--- src/pde_pkg.sv ---
// ****************************************************************
// Shared constants for the port pin drive and edge interrupt block
// ****************************************************************
package pde_pkg;

	// ****************************************************************
	// Port geometry
	// ****************************************************************
	localparam int PDE_PINS = 8;  // Pins in one port
	localparam int PDE_AW = 5;  // Register address width
	localparam int PDE_USB_LO = 6;  // Lowest usb-capable pin index
	localparam int PDE_USB_HI = 7;  // Highest usb-capable pin index

	// ****************************************************************
	// Register offsets, port form (one bit per pin)
	// ****************************************************************
	localparam logic [4:0] PDE_OFS_OUTPUT_VALUE = 5'h00;  // Output value register
	localparam logic [4:0] PDE_OFS_PIN_STATE = 5'h01;  // Pin-state readback, read only
	localparam logic [4:0] PDE_OFS_DRIVE_BIT0 = 5'h02;  // Drive select bit 0
	localparam logic [4:0] PDE_OFS_DRIVE_BIT1 = 5'h03;  // Drive select bit 1
	localparam logic [4:0] PDE_OFS_DRIVE_BIT2 = 5'h04;  // Drive select bit 2
	localparam logic [4:0] PDE_OFS_HW_OUT_SEL = 5'h05;  // Fabric drives the output
	localparam logic [4:0] PDE_OFS_IN_ENABLE = 5'h06;  // Input forwarded to fabric
	localparam logic [4:0] PDE_OFS_IRQ_RISE = 5'h07;  // Rising-edge interrupt enable
	localparam logic [4:0] PDE_OFS_IRQ_FALL = 5'h08;  // Falling-edge interrupt enable
	localparam logic [4:0] PDE_OFS_IRQ_STATUS = 5'h09;  // Sticky status, cleared by read
	localparam logic [4:0] PDE_OFS_PIN_BASE = 5'h10;  // Pin form, one register per pin

	// ****************************************************************
	// Pin-form field positions
	// ****************************************************************
	localparam int PDE_PF_OUT = 0;  // Output value
	localparam int PDE_PF_DM_LO = 1;  // Drive select, low bit
	localparam int PDE_PF_BYP = 4;  // Hardware output select
	localparam int PDE_PF_INEN = 5;  // Input to fabric enable
	localparam int PDE_PF_RISE = 6;  // Rising-edge interrupt
	localparam int PDE_PF_FALL = 7;  // Falling-edge interrupt

	// ****************************************************************
	// Drive select codes
	// ****************************************************************
	localparam logic [2:0] PDE_DM_HIZ_ANALOG = 3'h0;
	localparam logic [2:0] PDE_DM_HIZ_DIGITAL = 3'h1;
	localparam logic [2:0] PDE_DM_RES_UP = 3'h2;
	localparam logic [2:0] PDE_DM_RES_DOWN = 3'h3;
	localparam logic [2:0] PDE_DM_OD_LOW = 3'h4;
	localparam logic [2:0] PDE_DM_OD_HIGH = 3'h5;
	localparam logic [2:0] PDE_DM_STRONG = 3'h6;
	localparam logic [2:0] PDE_DM_RES_BOTH = 3'h7;

	// ****************************************************************
	// Reset values
	// ****************************************************************
	localparam logic [7:0] PDE_RST_BYTE = 8'h00;  // Data, enables and status
	localparam logic [2:0] PDE_RST_DM = 3'h0;  // Drive select before the strap load

endpackage : pde_pkg

--- src/pde_pin_sync.sv ---
`timescale 1ns/1ps
`default_nettype none
// ****************************************************************
// Two-stage synchroniser with edge detection for one pin
// ****************************************************************
module pde_pin_sync (
	input wire logic mclk_in,
	input wire logic arst_n_in,
	input wire logic pin_in,
	output logic level_out,
	output logic rise_out,
	output logic fall_out
);
	logic meta_r;  // First stage, read only by the second stage
	logic sync_r;  // Second stage, safe to use
	logic prev_r;  // Previous synced level for edge detection

	// Synchronise and delay once for the edge compare
	always_ff @(posedge mclk_in or negedge arst_n_in) begin
		if (!arst_n_in) begin
			meta_r <= 1'b0;
			sync_r <= 1'b0;
			prev_r <= 1'b0;
		end else begin
			meta_r <= pin_in;
			sync_r <= meta_r;
			prev_r <= sync_r;
		end
	end

	assign level_out = sync_r;
	assign rise_out = sync_r & ~prev_r;
	assign fall_out = ~sync_r & prev_r;
endmodule : pde_pin_sync
`default_nettype wire

--- src/pde_port.sv ---
// Function
// - Each pin owns a three-bit drive select
// - Codes 0,1,2,3,6 drive as tabled
// - Codes 4,5 are open drain low/high
// - Code 7 pulls up or down resistively
// - Output from fabric or output register
// - Input updates readback and optionally fabric
// - Separate readback and output value registers
// - Rising, falling or both-edge interrupts
// - One interrupt request line per port
// - Only edge interrupts, no level mode
// - Settings reachable per port and per pin
// - Drive select of pins 0..5 loaded from reset strap
// - Usb pins: drive enable gives strong
// - Usb pins: pull enable gives resistive up
// - Usb mode ignores usb pin drive bits
// - Port writes never touch usb pin drive
// - Event sets status bit and request
`timescale 1ns/1ps
`default_nettype none
module pde_port
	import pde_pkg::*;
(
	input wire logic mclk_in,
	input wire logic arst_n_in,
	input wire logic [4:0] addr_in,  // Register address
	input wire logic [7:0] wdata_in,  // Write data
	input wire logic wr_in,  // Write strobe
	input wire logic rd_in,  // Read strobe
	output logic [7:0] rdata_out,  // Read data, cycle after the strobe
	input wire logic [2:0] init_drive_select_in,  // Programmed reset drive select
	input wire logic usb_mode_in,  // Usb pins owned by the usb core
	input wire logic [7:0] pad_in,  // Sensed pin levels
	input wire logic [7:0] fabric_out_in,  // Fabric output signals
	output logic [7:0] fabric_in_out,  // Pin levels toward the fabric
	output logic [7:0] pad_out,  // Strongly driven value
	output logic [7:0] pad_oe_out,  // Strong driver enable
	output logic [7:0] pull_up_out,  // Resistive pull-up enable
	output logic [7:0] pull_down_out,  // Resistive pull-down enable
	output logic irq_out  // Port interrupt request
);
	// ****************************************************************
	// Storage
	// ****************************************************************
	logic [7:0] out_val_r;  // Output value register
	logic [7:0] pin_state_r;  // Pin-state readback
	logic [2:0] drive_sel_r [PDE_PINS];  // Drive select per pin
	logic [7:0] hw_sel_r;  // Fabric drives output when set
	logic [7:0] in_en_r;  // Forward input to fabric when set
	logic [7:0] rise_en_r;  // Rising-edge interrupt enable
	logic [7:0] fall_en_r;  // Falling-edge interrupt enable
	logic [7:0] status_r;  // Sticky interrupt status
	logic [7:0] rdata_r;  // Registered read data
	logic irq_r;  // Registered request
	logic strap_pend_r;  // Strap load still owed after reset
	logic [7:0] drv_r, oe_r, pu_r, pd_r;  // Registered pad controls

	// ****************************************************************
	// Combinational helpers
	// ****************************************************************
	logic [7:0] sync_lvl, sync_rise, sync_fall;  // Synced levels and edges
	logic [7:0] event_hit;  // Configured edge this cycle
	logic [7:0] status_nxt;  // Next status
	logic [7:0] out_src;  // Output value after source select
	logic [7:0] drv_nxt, oe_nxt, pu_nxt, pd_nxt;  // Next pad controls
	logic [7:0] rdata_nxt;  // Next read data
	logic pin_hit;  // Access lands in the pin-form window
	logic [2:0] pin_idx;  // Pin addressed in pin form
	logic stat_rd;  // Status register read this cycle

	assign pin_hit = (addr_in[4:3] == PDE_OFS_PIN_BASE[4:3]);
	assign pin_idx = addr_in[2:0];
	assign stat_rd = rd_in && (addr_in == PDE_OFS_IRQ_STATUS);

	// ****************************************************************
	// Input synchronisers, one per pin
	// ****************************************************************
	genvar gi;
	generate
		for (gi = 0; gi < PDE_PINS; gi++) begin : g_sync
			// Two flops ahead of edge detection and readback
			pde_pin_sync u_sync (
				.mclk_in(mclk_in),
				.arst_n_in(arst_n_in),
				.pin_in(pad_in[gi]),
				.level_out(sync_lvl[gi]),
				.rise_out(sync_rise[gi]),
				.fall_out(sync_fall[gi])
			);
		end
	endgenerate

	// ****************************************************************
	// Input path
	// ****************************************************************
	// Readback always follows the pin; fabric sees it only when enabled
	always_ff @(posedge mclk_in or negedge arst_n_in) begin
		if (!arst_n_in) begin
			pin_state_r <= PDE_RST_BYTE;
			fabric_in_out <= PDE_RST_BYTE;
		end else begin
			pin_state_r <= sync_lvl;
			fabric_in_out <= sync_lvl & in_en_r;
		end
	end

	// ****************************************************************
	// Port-form and pin-form control registers
	// ****************************************************************
	// A pin-form write lands on the same flops as the port form, so both views agree
	always_ff @(posedge mclk_in or negedge arst_n_in) begin
		if (!arst_n_in) begin
			out_val_r <= PDE_RST_BYTE;
			hw_sel_r <= PDE_RST_BYTE;
			in_en_r <= PDE_RST_BYTE;
			rise_en_r <= PDE_RST_BYTE;
			fall_en_r <= PDE_RST_BYTE;
		end else if (wr_in) begin
			case (addr_in)
				PDE_OFS_OUTPUT_VALUE: out_val_r <= wdata_in;
				PDE_OFS_HW_OUT_SEL: hw_sel_r <= wdata_in;
				PDE_OFS_IN_ENABLE: in_en_r <= wdata_in;
				PDE_OFS_IRQ_RISE: rise_en_r <= wdata_in;
				PDE_OFS_IRQ_FALL: fall_en_r <= wdata_in;
				default: begin
					// Pin form: one register gathers this pin's bits
					if (pin_hit) begin
						out_val_r[pin_idx] <= wdata_in[PDE_PF_OUT];
						hw_sel_r[pin_idx] <= wdata_in[PDE_PF_BYP];
						in_en_r[pin_idx] <= wdata_in[PDE_PF_INEN];
						rise_en_r[pin_idx] <= wdata_in[PDE_PF_RISE];
						fall_en_r[pin_idx] <= wdata_in[PDE_PF_FALL];
					end
				end
			endcase
		end
	end

	// ****************************************************************
	// Drive select storage
	// ****************************************************************
	// Flops reset to a constant; the strap is sampled on the first edge after release
	always_ff @(posedge mclk_in or negedge arst_n_in) begin
		if (!arst_n_in) begin
			strap_pend_r <= 1'b1;
			for (int i = 0; i < PDE_PINS; i++) begin
				drive_sel_r[i] <= PDE_RST_DM;
			end
		end else if (strap_pend_r) begin
			strap_pend_r <= 1'b0;
			// Usb pins keep the constant, which reads as open drain
			for (int i = 0; i < PDE_USB_LO; i++) begin
				drive_sel_r[i] <= init_drive_select_in;
			end
		end else if (wr_in) begin
			if (pin_hit) begin
				// Per-pin write is the only path into usb pin drive bits
				drive_sel_r[pin_idx] <= wdata_in[PDE_PF_DM_LO +: 3];
			end else begin
				// Port-wide writes skip the usb-capable pins
				for (int i = 0; i < PDE_USB_LO; i++) begin
					case (addr_in)
						PDE_OFS_DRIVE_BIT0: drive_sel_r[i][0] <= wdata_in[i];
						PDE_OFS_DRIVE_BIT1: drive_sel_r[i][1] <= wdata_in[i];
						PDE_OFS_DRIVE_BIT2: drive_sel_r[i][2] <= wdata_in[i];
						default: drive_sel_r[i] <= drive_sel_r[i];
					endcase
				end
			end
		end
	end

	// ****************************************************************
	// Output value source and drive decode
	// ****************************************************************
	// Decode chosen for all eight codes; usb pins use only bits 1:0
	always_comb begin
		out_src = (hw_sel_r & fabric_out_in) | (~hw_sel_r & out_val_r);
		drv_nxt = 8'h00;
		oe_nxt = 8'h00;
		pu_nxt = 8'h00;
		pd_nxt = 8'h00;
		for (int i = 0; i < PDE_PINS; i++) begin
			drv_nxt[i] = out_src[i];
			if (i >= PDE_USB_LO) begin
				if (usb_mode_in) begin
					// Usb core owns the pads; drive bits are ignored
					oe_nxt[i] = 1'b0;
				end else if (drive_sel_r[i][0]) begin
					oe_nxt[i] = 1'b1;
				end else begin
					// Low is always strong; high floats or pulls up
					oe_nxt[i] = ~out_src[i];
					pu_nxt[i] = out_src[i] & drive_sel_r[i][1];
				end
			end else begin
				case (drive_sel_r[i])
					PDE_DM_HIZ_ANALOG, PDE_DM_HIZ_DIGITAL: oe_nxt[i] = 1'b0;
					PDE_DM_RES_UP: begin
						oe_nxt[i] = ~out_src[i];
						pu_nxt[i] = out_src[i];
					end
					PDE_DM_RES_DOWN: begin
						oe_nxt[i] = out_src[i];
						pd_nxt[i] = ~out_src[i];
					end
					PDE_DM_OD_LOW: oe_nxt[i] = ~out_src[i];
					PDE_DM_OD_HIGH: oe_nxt[i] = out_src[i];
					PDE_DM_STRONG: oe_nxt[i] = 1'b1;
					PDE_DM_RES_BOTH: begin
						pu_nxt[i] = out_src[i];
						pd_nxt[i] = ~out_src[i];
					end
					default: oe_nxt[i] = 1'b0;
				endcase
			end
		end
	end

	// Register pad controls so each output comes from a flop
	always_ff @(posedge mclk_in or negedge arst_n_in) begin
		if (!arst_n_in) begin
			drv_r <= PDE_RST_BYTE;
			oe_r <= PDE_RST_BYTE;
			pu_r <= PDE_RST_BYTE;
			pd_r <= PDE_RST_BYTE;
		end else begin
			drv_r <= drv_nxt;
			oe_r <= oe_nxt;
			pu_r <= pu_nxt;
			pd_r <= pd_nxt;
		end
	end

	assign pad_out = drv_r;
	assign pad_oe_out = oe_r;
	assign pull_up_out = pu_r;
	assign pull_down_out = pd_r;

	// ****************************************************************
	// Edge interrupts
	// ****************************************************************
	// Edges only; level behaviour has to be built in the fabric
	always_comb begin
		event_hit = (sync_rise & rise_en_r) | (sync_fall & fall_en_r);
		// A new edge wins over the clearing read
		status_nxt = (stat_rd ? 8'h00 : status_r) | event_hit;
	end

	// Sticky status and one request line for the whole port
	always_ff @(posedge mclk_in or negedge arst_n_in) begin
		if (!arst_n_in) begin
			status_r <= PDE_RST_BYTE;
			irq_r <= 1'b0;
		end else begin
			status_r <= status_nxt;
			irq_r <= |status_nxt;
		end
	end

	assign irq_out = irq_r;

	// ****************************************************************
	// Read path
	// ****************************************************************
	// Readback and output value live at separate offsets
	always_comb begin
		rdata_nxt = 8'h00;
		case (addr_in)
			PDE_OFS_OUTPUT_VALUE: rdata_nxt = out_val_r;
			PDE_OFS_PIN_STATE: rdata_nxt = pin_state_r;
			PDE_OFS_DRIVE_BIT0: for (int i = 0; i < PDE_PINS; i++) rdata_nxt[i] = drive_sel_r[i][0];
			PDE_OFS_DRIVE_BIT1: for (int i = 0; i < PDE_PINS; i++) rdata_nxt[i] = drive_sel_r[i][1];
			PDE_OFS_DRIVE_BIT2: for (int i = 0; i < PDE_PINS; i++) rdata_nxt[i] = drive_sel_r[i][2];
			PDE_OFS_HW_OUT_SEL: rdata_nxt = hw_sel_r;
			PDE_OFS_IN_ENABLE: rdata_nxt = in_en_r;
			PDE_OFS_IRQ_RISE: rdata_nxt = rise_en_r;
			PDE_OFS_IRQ_FALL: rdata_nxt = fall_en_r;
			PDE_OFS_IRQ_STATUS: rdata_nxt = status_r;
			default: begin
				if (pin_hit) begin
					rdata_nxt[PDE_PF_OUT] = out_val_r[pin_idx];
					rdata_nxt[PDE_PF_DM_LO +: 3] = drive_sel_r[pin_idx];
					rdata_nxt[PDE_PF_BYP] = hw_sel_r[pin_idx];
					rdata_nxt[PDE_PF_INEN] = in_en_r[pin_idx];
					rdata_nxt[PDE_PF_RISE] = rise_en_r[pin_idx];
					rdata_nxt[PDE_PF_FALL] = fall_en_r[pin_idx];
				end
			end
		endcase
	end

	// Data stand only in the cycle after the strobe; unmapped reads give zero
	always_ff @(posedge mclk_in or negedge arst_n_in) begin
		if (!arst_n_in) begin
			rdata_r <= PDE_RST_BYTE;
		end else begin
			rdata_r <= rd_in ? rdata_nxt : 8'h00;
		end
	end

	assign rdata_out = rdata_r;

	// ****************************************************************
	// Checks
	// ****************************************************************
	a_irq_status_link: assert property (@(posedge mclk_in) disable iff (!arst_n_in)
		irq_out == (|status_r)) else $error("request does not match status");
	a_edge_sets_status: assert property (@(posedge mclk_in) disable iff (!arst_n_in)
		(sync_rise[0] && rise_en_r[0]) |=> status_r[0] && irq_out) else $error("rising edge lost");
	a_read_clears_status: assert property (@(posedge mclk_in) disable iff (!arst_n_in)
		(stat_rd && event_hit == 8'h00) |=> status_r == 8'h00) else $error("status not cleared by read");
	a_no_level_irq: assert property (@(posedge mclk_in) disable iff (!arst_n_in)
		(status_r == 8'h00 && $stable(sync_lvl) && $stable(pad_in)) ##1 $stable(sync_lvl)
		|=> status_r == 8'h00) else $error("status set without an edge");
	a_readback_sync: assert property (@(posedge mclk_in) disable iff (!arst_n_in)
		$rose(pad_in[1]) ##1 pad_in[1] [*3] |=> pin_state_r[1]) else $error("readback stale");
	a_strong_drive: assert property (@(posedge mclk_in) disable iff (!arst_n_in)
		drive_sel_r[0] == PDE_DM_STRONG |=> pad_oe_out[0] && !pull_up_out[0]) else $error("strong mode not driving");
	a_open_drain_low: assert property (@(posedge mclk_in) disable iff (!arst_n_in)
		(drive_sel_r[2] == PDE_DM_OD_LOW && out_src[2]) |=> !pad_oe_out[2]) else $error("open drain drove high");
	a_res_both: assert property (@(posedge mclk_in) disable iff (!arst_n_in)
		drive_sel_r[3] == PDE_DM_RES_BOTH |=> !pad_oe_out[3] && (pull_up_out[3] != pull_down_out[3]))
		else $error("resistive both mode wrong");
	a_usb_mode_off: assert property (@(posedge mclk_in) disable iff (!arst_n_in)
		usb_mode_in |=> !pad_oe_out[7] && !pull_up_out[7]) else $error("usb pin driven in usb mode");
	a_port_keeps_usb: assert property (@(posedge mclk_in) disable iff (!arst_n_in)
		(wr_in && !pin_hit && !strap_pend_r) |=> $stable(drive_sel_r[6]) && $stable(drive_sel_r[7]))
		else $error("port write changed usb drive");
	a_hw_out_source: assert property (@(posedge mclk_in) disable iff (!arst_n_in)
		hw_sel_r[0] |=> pad_out[0] == $past(fabric_out_in[0])) else $error("fabric value not used");
	a_read_one_cycle: assert property (@(posedge mclk_in) disable iff (!arst_n_in)
		(rd_in && addr_in == PDE_OFS_PIN_STATE) |=> rdata_out == $past(pin_state_r)) else $error("readback wrong");
endmodule : pde_port
`default_nettype wire

--- config.mk ---
export PLATFORM = sky130hd
export DESIGN_NAME = pde_port
export DESIGN_NICKNAME = d
export VERILOG_FILES = /design/src/pde_pkg.sv /design/src/pde_pin_sync.sv /design/src/pde_port.sv
export SDC_FILE = /design/constraint.sdc
export NUM_CORES = 1
export LEC_CHECK = 0
export ABC_AREA = 1
export CORE_MARGIN = 4
export CORE_UTILIZATION = 61
export CTS_BUF_LIST = sky130_fd_sc_hd__clkbuf_4 sky130_fd_sc_hd__clkbuf_8
export DETAILED_ROUTE_END_ITERATION = 6
export DONT_BUFFER_PORTS = 1
export HOLD_SLACK_MARGIN = 0.03
export PLACE_DENSITY_LB_ADDON = 0.3
export SLEW_MARGIN = 20
export SYNTH_ARGS = -nofsm -noshare
export SYNTH_HDL_FRONTEND = slang
export SYNTH_HIERARCHICAL = 1
export SYNTH_SLANG_ARGS = --single-unit
--- constraint.sdc ---
create_clock -name mclk_in -period 2.35 [get_ports mclk_in]
set_input_delay 0.47 -clock mclk_in [delete_from_list [all_inputs] [get_ports mclk_in]]
set_output_delay 0.47 -clock mclk_in [all_outputs]
set_load 0.02 [all_outputs]
# Yosys cells after proc, flatten, opt, wreduce, memory -nomap -nowiden
# Index checks and enable logic that the tools add are counted.
[totals] register_bits=152 latchBits=0 ramBits=0 romBits=0 out_inout_bits=49 word_cells=304 mem_count=0
[classes] addsub=0 mul=0 div=0 n_lt_le_gt_ge=4 eq_ne=46 shift=0 muxes=85 bitwise=58 reduce_logical=52
[op_table] cell="$pmux W8 S10" n=1
[op_table] cell="$pmux W8 S2" n=5
[op_table] cell="$eq A3 B3 Y1 const B" n=24
[op_table] cell="$mux W8" n=8
[op_table] cell="$reduce_or A2 Y1" n=24
[op_table] cell="$mux W1" n=44
[op_table] cell="$and A8 B8 Y8" n=5
[op_table] cell="$bwmux W8" n=5
[op_table] cell="$eq A3 B2 Y1 const B" n=12
[op_table] cell="$mux W18" n=2
[op_table] cell="$not A1 Y1" n=30
[op_table] cell="$bwmux W24" n=1
[op_table] cell="$mux W24" n=1
[op_table] cell="$or A8 B8 Y8" n=3
[op_table] cell="$eq A5 B3 Y1 const B" n=4
[op_table] cell="$reduce_or A4 Y1" n=5
[op_table] cell="$and A1 B1 Y1" n=18
[op_table] cell="$pmux W1 S3" n=6
[op_table] cell="$reduce_and A3 Y1" n=6
[op_table] cell="$bmux W1 S3" n=5
[op_table] cell="$reduce_bool A2 Y1" n=6
[op_table] cell="$eq A5 B2 Y1 const B" n=2
[op_table] cell="$eq A5 B4 Y1 const B" n=2
[op_table] cell="$bmux W3 S3" n=1
[op_table] cell="17 further kinds" n=25

# Logic depth before layout (Yosys ltp)
[depth] ltp_word=9 mapped_depth=11 depth_no_buf=10

# By module
# The synthesis kept the hierarchy.
[modules_own_cells] mod="pde_port" n_inst=1 cells_each=1026 area_each_um2=7312.0 seq_area_each_um2=3204.3
[modules_own_cells] mod="pde_pin_sync" n_inst=8 cells_each=7 area_each_um2=90.1 seq_area_each_um2=75.1

# Worst setup path after synthesis
# OpenSTA, ideal clock, no wires.
[synth_path] path_kind="input to register" from="input addr_in[0]" to="register irq_r (netlist: irq_out)" setup_time_ps=119 t_arrival_ps=1651 slack_ps=581 cell_stages=10 n_path_buf=1 cell_sequence="buf_4 inv_2 nor2_1 nand2_2 nor2_4 nand2_2 a21oi_1 nand2_1 nor2_1 nand2_1"
[synth_between] elab_chain_cells=5
[synth_rtl] item="start: declaration" line="pde_port.sv:26" source="input wire logic [4:0] addr_in,"
[synth_rtl] item="$eq A5 B4 Y1" line="pde_port.sv:73" source="assign stat_rd = rd_in && (addr_in == PDE_OFS_IRQ_STATUS);"
[synth_rtl] item="$logic_and A1 B1 Y1" line="pde_port.sv:73"
[synth_rtl] item="$mux W8" line="pde_port.sv:247" source="status_nxt = (stat_rd ? 8'h00 : status_r) | event_hit;"
[synth_rtl] item="$or A8 B8 Y8" line="pde_port.sv:247"
[synth_rtl] item="$reduce_or A8 Y1" line="pde_port.sv:257" source="irq_r <= |status_nxt;"
[synth_rtl] item="end signal: assignment" line="pde_port.sv:257"
[synth_rtl] item="end: declaration" line="pde_port.sv:54" source="logic irq_r;"
# No other way between the ends.
# A chain may end at the register's enable or synchronous reset.

# Final worst setup path
[layout_path] from="register strap_pend_r" to="register drive_sel_r[22] (netlist bit)"
[layout_between] elab_chain_cells=2 word_cells_on_any_way=4
[layout_rtl] item="start: declaration" line="pde_port.sv:55" source="logic strap_pend_r;"
[layout_rtl] item="start signal: assignment" line="pde_port.sv:145" source="strap_pend_r <= 1'b1;"
[layout_rtl] item="start signal: assignment" line="pde_port.sv:150" source="strap_pend_r <= 1'b0;"
[layout_rtl] item="$reduce_bool A3 Y1 (no source line) or $reduce_bool A2 Y1 (tied branches)"
[layout_rtl] item="$reduce_and A2 Y1 (no source line)"
[layout_rtl] item="end signal: indexed assignment" line="pde_port.sv:153" source="drive_sel_r[i] <= init_drive_select_in;"
[layout_rtl] item="end signal: indexed assignment" line="pde_port.sv:158" source="drive_sel_r[pin_idx] <= wdata_in[PDE_PF_DM_LO +: 3];"
[layout_rtl] item="end signal: indexed assignment" line="pde_port.sv:163" source="PDE_OFS_DRIVE_BIT0: drive_sel_r[i][0] <= wdata_in[i];"
[layout_rtl] item="end: declaration" line="pde_port.sv:47" source="logic [2:0] drive_sel_r [PDE_PINS];"
# Parallel ways exist; a longest one is shown, timed or not.

==> results.yml <==
outcome:
  outcome: "finished, violations left"
  violations: "DRC, hold timing"
global_route:
  grtUsageTotal_pct: 34.8
  grt_pass1_wl_um: 38900
  grt_pass1_vias: 7169
  use_met3_pct: 11.7
  grt_max_degree: 153
  grt_overflow_total: 0
  antenna_found_initial: 0
  grt.met2_usage_pct: 49.8
  grtUsageMet1_pct: 49.0
  top_usage_layer: "met2"
route:
  routedWlPerCell_um: 19.7
  ant_nets: 0
  drc: 10
  dr.pass1.iters: 7
  drt_iter0_markers: 1023
  routed_via_density: 5.96
  drt_wl_total_um: 25300
  vias: 7676
synth:
  synth_top_cells_by_area: "dfrtp_1 47%, nand2_1 14%, o21ai_0 6.8%"
  yosys_warnings: 6
  synth_xor_area_share_pct: 0.654
  synth.most_common_cell: "nand2_1"
  synth_edf_count: 0
  synthMuxAreaShare_pct: 0.374
  synth_area_um2: 8030
  synth_top_family_by_area: "simple AND/OR/NAND/NOR gates"
  yosys.area.top_type: "dfrtp_1"
  synthAdderAreaFrac_pct: 0
  ys.flop_type: "dfrtp_1"
  syn_area_per_cell_um2: 7.42
  yosysUniqueCellTypes: 35
  netlist.area_leader.share_pct: 47.0
  yosys.area_share.simple_pct: 27.9
  synth_seq_area_share_pct: 47.4
  ys_seq_elements: 152
  synthArstFlopShare_pct: 100
  synth_compound_area_share_pct: 15.4
  synth_common_cells: "298 x nand2_1, 151 x dfrtp_1, 121 x inv_1"
  syn_inst: 1082
final_layout:
  nets: 1142
  area_growth_pct: 10.5
  register_area_um2: 3800
  n_fill_cell: 1088
  multi_input_area_um2: 3570
  layout.cells.non_filler: 1289
  final_util_pct: 69.5
  drive_above_1_share_pct: 8.42
  diodes: 0
sta:
  hold_viol_final: 152
  setup_viol: 0
  finClkSkew_ns: 0.00789
  finalMaxSlewViolations: 0
  rsz0062_at_grt: "false"
  max_slew.worst_pin.slew_ns: 0.537
  period_needed_ns: 1.86
  post-route-period-util_pct: 79.2
  slew_headroom_pct: 64.1
  max_freq_mhz: 537
  tns_ns: 0
  whs_ns: -0.316
clocking:
  cts_tree: "built"
  htreeDepth: 4
  cts-root-buf: "clkbuf_8"
  post_cts_resized: 0
  clock_latency_ns: 0.47
  postCtsSetupRepairBufs: 0
  numCtsBuffers: 17
  clk_pin_slew_ns: 0.08
  cts_hold_buffers: 8
  clk_path_buf_depth: 2
  cts_num_sinks: 152
pwr:
  p_comb_share_pct: 15.4
  switching_share_pct: 32.5
  power_density_nw_per_um2: 815
  p_sw_mw: 2.35
  intPower_mw: 4.89
  seqPwrFrac_pct: 51.0
  clkPwrFrac_pct: 33.6
  ir_worst_vdd_mv: 0.693
  p_leak_nw: 4.50
die:
  io_pins: 86
  die_area_um2: 15100
  die_h_um: 123
  rows: 41
  start_util_pct: 62.9
  die_x_um: 123
  coreArea_um2: 12800
worst_setup_path:
  cpPeakStageDelay_ns: 0.41
  crit_arrival_ns: 2.25
  worst_setup_path_end_kind: "register"
  crit_slowest_cell: "dfstp_2"
  path_class: "register to register"
  crit_path_frequent_cell: "o21ai_0"
  cp_max_fo: 7
  cpLargestDelayFamily: "compound AO/OA/AOI/OAI gates"
  crit_buf_inv: 1
  startpoint_type: "register"
  path_cells: "nor2_1, inv_1, o21ai_0, o21ai_0, o21ai_0, nand2_1, o21ai_0"
  worstPathRequired_ns: 2.74
place:
  io_buffers: 0
  dp_hpwl_um: 18600
  dp.cells: 1250
  place.gp.congestion: 1.03
worst_hold_path:
  hold_path_class: "input pin to asynchronous set/reset pin"
job:
  maxCapViolations: 0
[power groups by stage]
stage | Sequential [mW] | Combinational [mW] | Clock, mW
floorplan | 3.52 | 0.833 | 0
global placement | 3.70 | 1.05 | 0
detailed placement | 3.71 | 1.07 | 0
CTS | 3.66 | 1.09 | 2.45
global route | 3.72 | 1.27 | 2.55
finish | 3.69 | 1.11 | 2.43
[registers in the layout, indices dropped and copies added, names as in the netlist]
register and flops:
pad_oe_out 8, fabric_in_out 8, g_sync.u_sync/prev_r 8, pull_down_out 6, hw_sel_r 8, status_r 8
g_sync.u_sync/level_out 8, fall_en_r 8, pad_out 8, pin_state_r 8, strap_pend_r 1, pull_up_out 8
in_en_r 8, irq_out 1, g_sync.u_sync/meta_r 8, out_val_r 8, rdata_out 8, drive_sel_r 24
rise_en_r 8
[routing by layer]
metal | up-vias | share of wire (%)
met5 | - | 0
met4 | 0 | 3.6
met3 | 81 | 12
met2 | 487 | 43
met1 | 3542 | 41
li1 | 3566 | -
[placed cells by master (no fill, tap or decap), types with 4 or more instances in the layout]
cell / count
nand2_1: 298
dfrtp_1: 151
inv_1: 121
o21ai_0: 109
nor2_1: 108
nand3_1: 88
a21oi_1: 48
buf_4: 32
o211ai_1: 21
clkbuf_8: 19
nand4_1: 16
inv_2: 8
nor2_2: 8
a22o_1: 8
dlygate4sd3_1: 8
xor2_1: 6
o21a_1: 6
nand2_2: 6
nor3_1: 6
bufinv_16: 6
o211a_1: 5
a31oi_1: 5
or2_2: 4
o21ai_1: 4
o22ai_1: 4
[final cells by class]
| class | instances | share of cell area [%] |
|---|---|---|
| multi-input combinational | 765 | 40.2 |
| inverter | 129 | 5.45 |
| timing repair buffer | 40 | 3.61 |
| clock inverter | 11 | 2.47 |
| tap | 172 | 2.42 |
| clock buffer | 20 | 3.03 |
| sequential | 152 | 42.8 |
[stage by stage]
step,instance area [µm²],power [mW],setup slack [ns]
6_report,8880,7.24,0.488
5_1_grt,8880,7.54,0.432
4_1_cts,8880,7.20,0.618
3_5_place_dp,8310,4.78,0.314
3_3_place_gp,8310,4.76,0.287
2_1_floorplan,8040,4.35,0.581
[cells by family after synthesis]
family          after synthesis
xor+xnor                      6
flops                       152
mux                           3
other cells                   1
simple gates                537
buf+inv                     167
compound gates              216
[path summary, 6_finish.rpt]
check	from	end	slack [ns]	cells past startpoint
max	strap_pend_r$_DFF_PN1_	drive_sel_r[22]$_DFFE_PN0P_	0.49	7
min	arst_n_in	pad_out[1]$_DFF_PN0_	-0.32	0
max reg2reg	strap_pend_r$_DFF_PN1_	drive_sel_r[22]$_DFFE_PN0P_	0.49	7
min reg2reg	g_sync[3].u_sync/meta_r$_DFF_PN0_	g_sync[3].u_sync/level_out$_DFF_PN0_	0.35	0
max in group asynchronous	arst_n_in	strap_pend_r$_DFF_PN1_	2.44	0
min in group mclk_in	usb_mode_in	pull_up_out[6]$_DFF_PN0_	0.05	1
[worst reg2reg max path, cell delays in order (launching register included)]
cell     delay (ns)
dfstp_2        0.41
nor2_1         0.36
inv_1          0.23
o21ai_0        0.19
o21ai_0        0.15
o21ai_0        0.27
nand2_1        0.08
o21ai_0        0.09
Power figures use the tool's default switching activity.
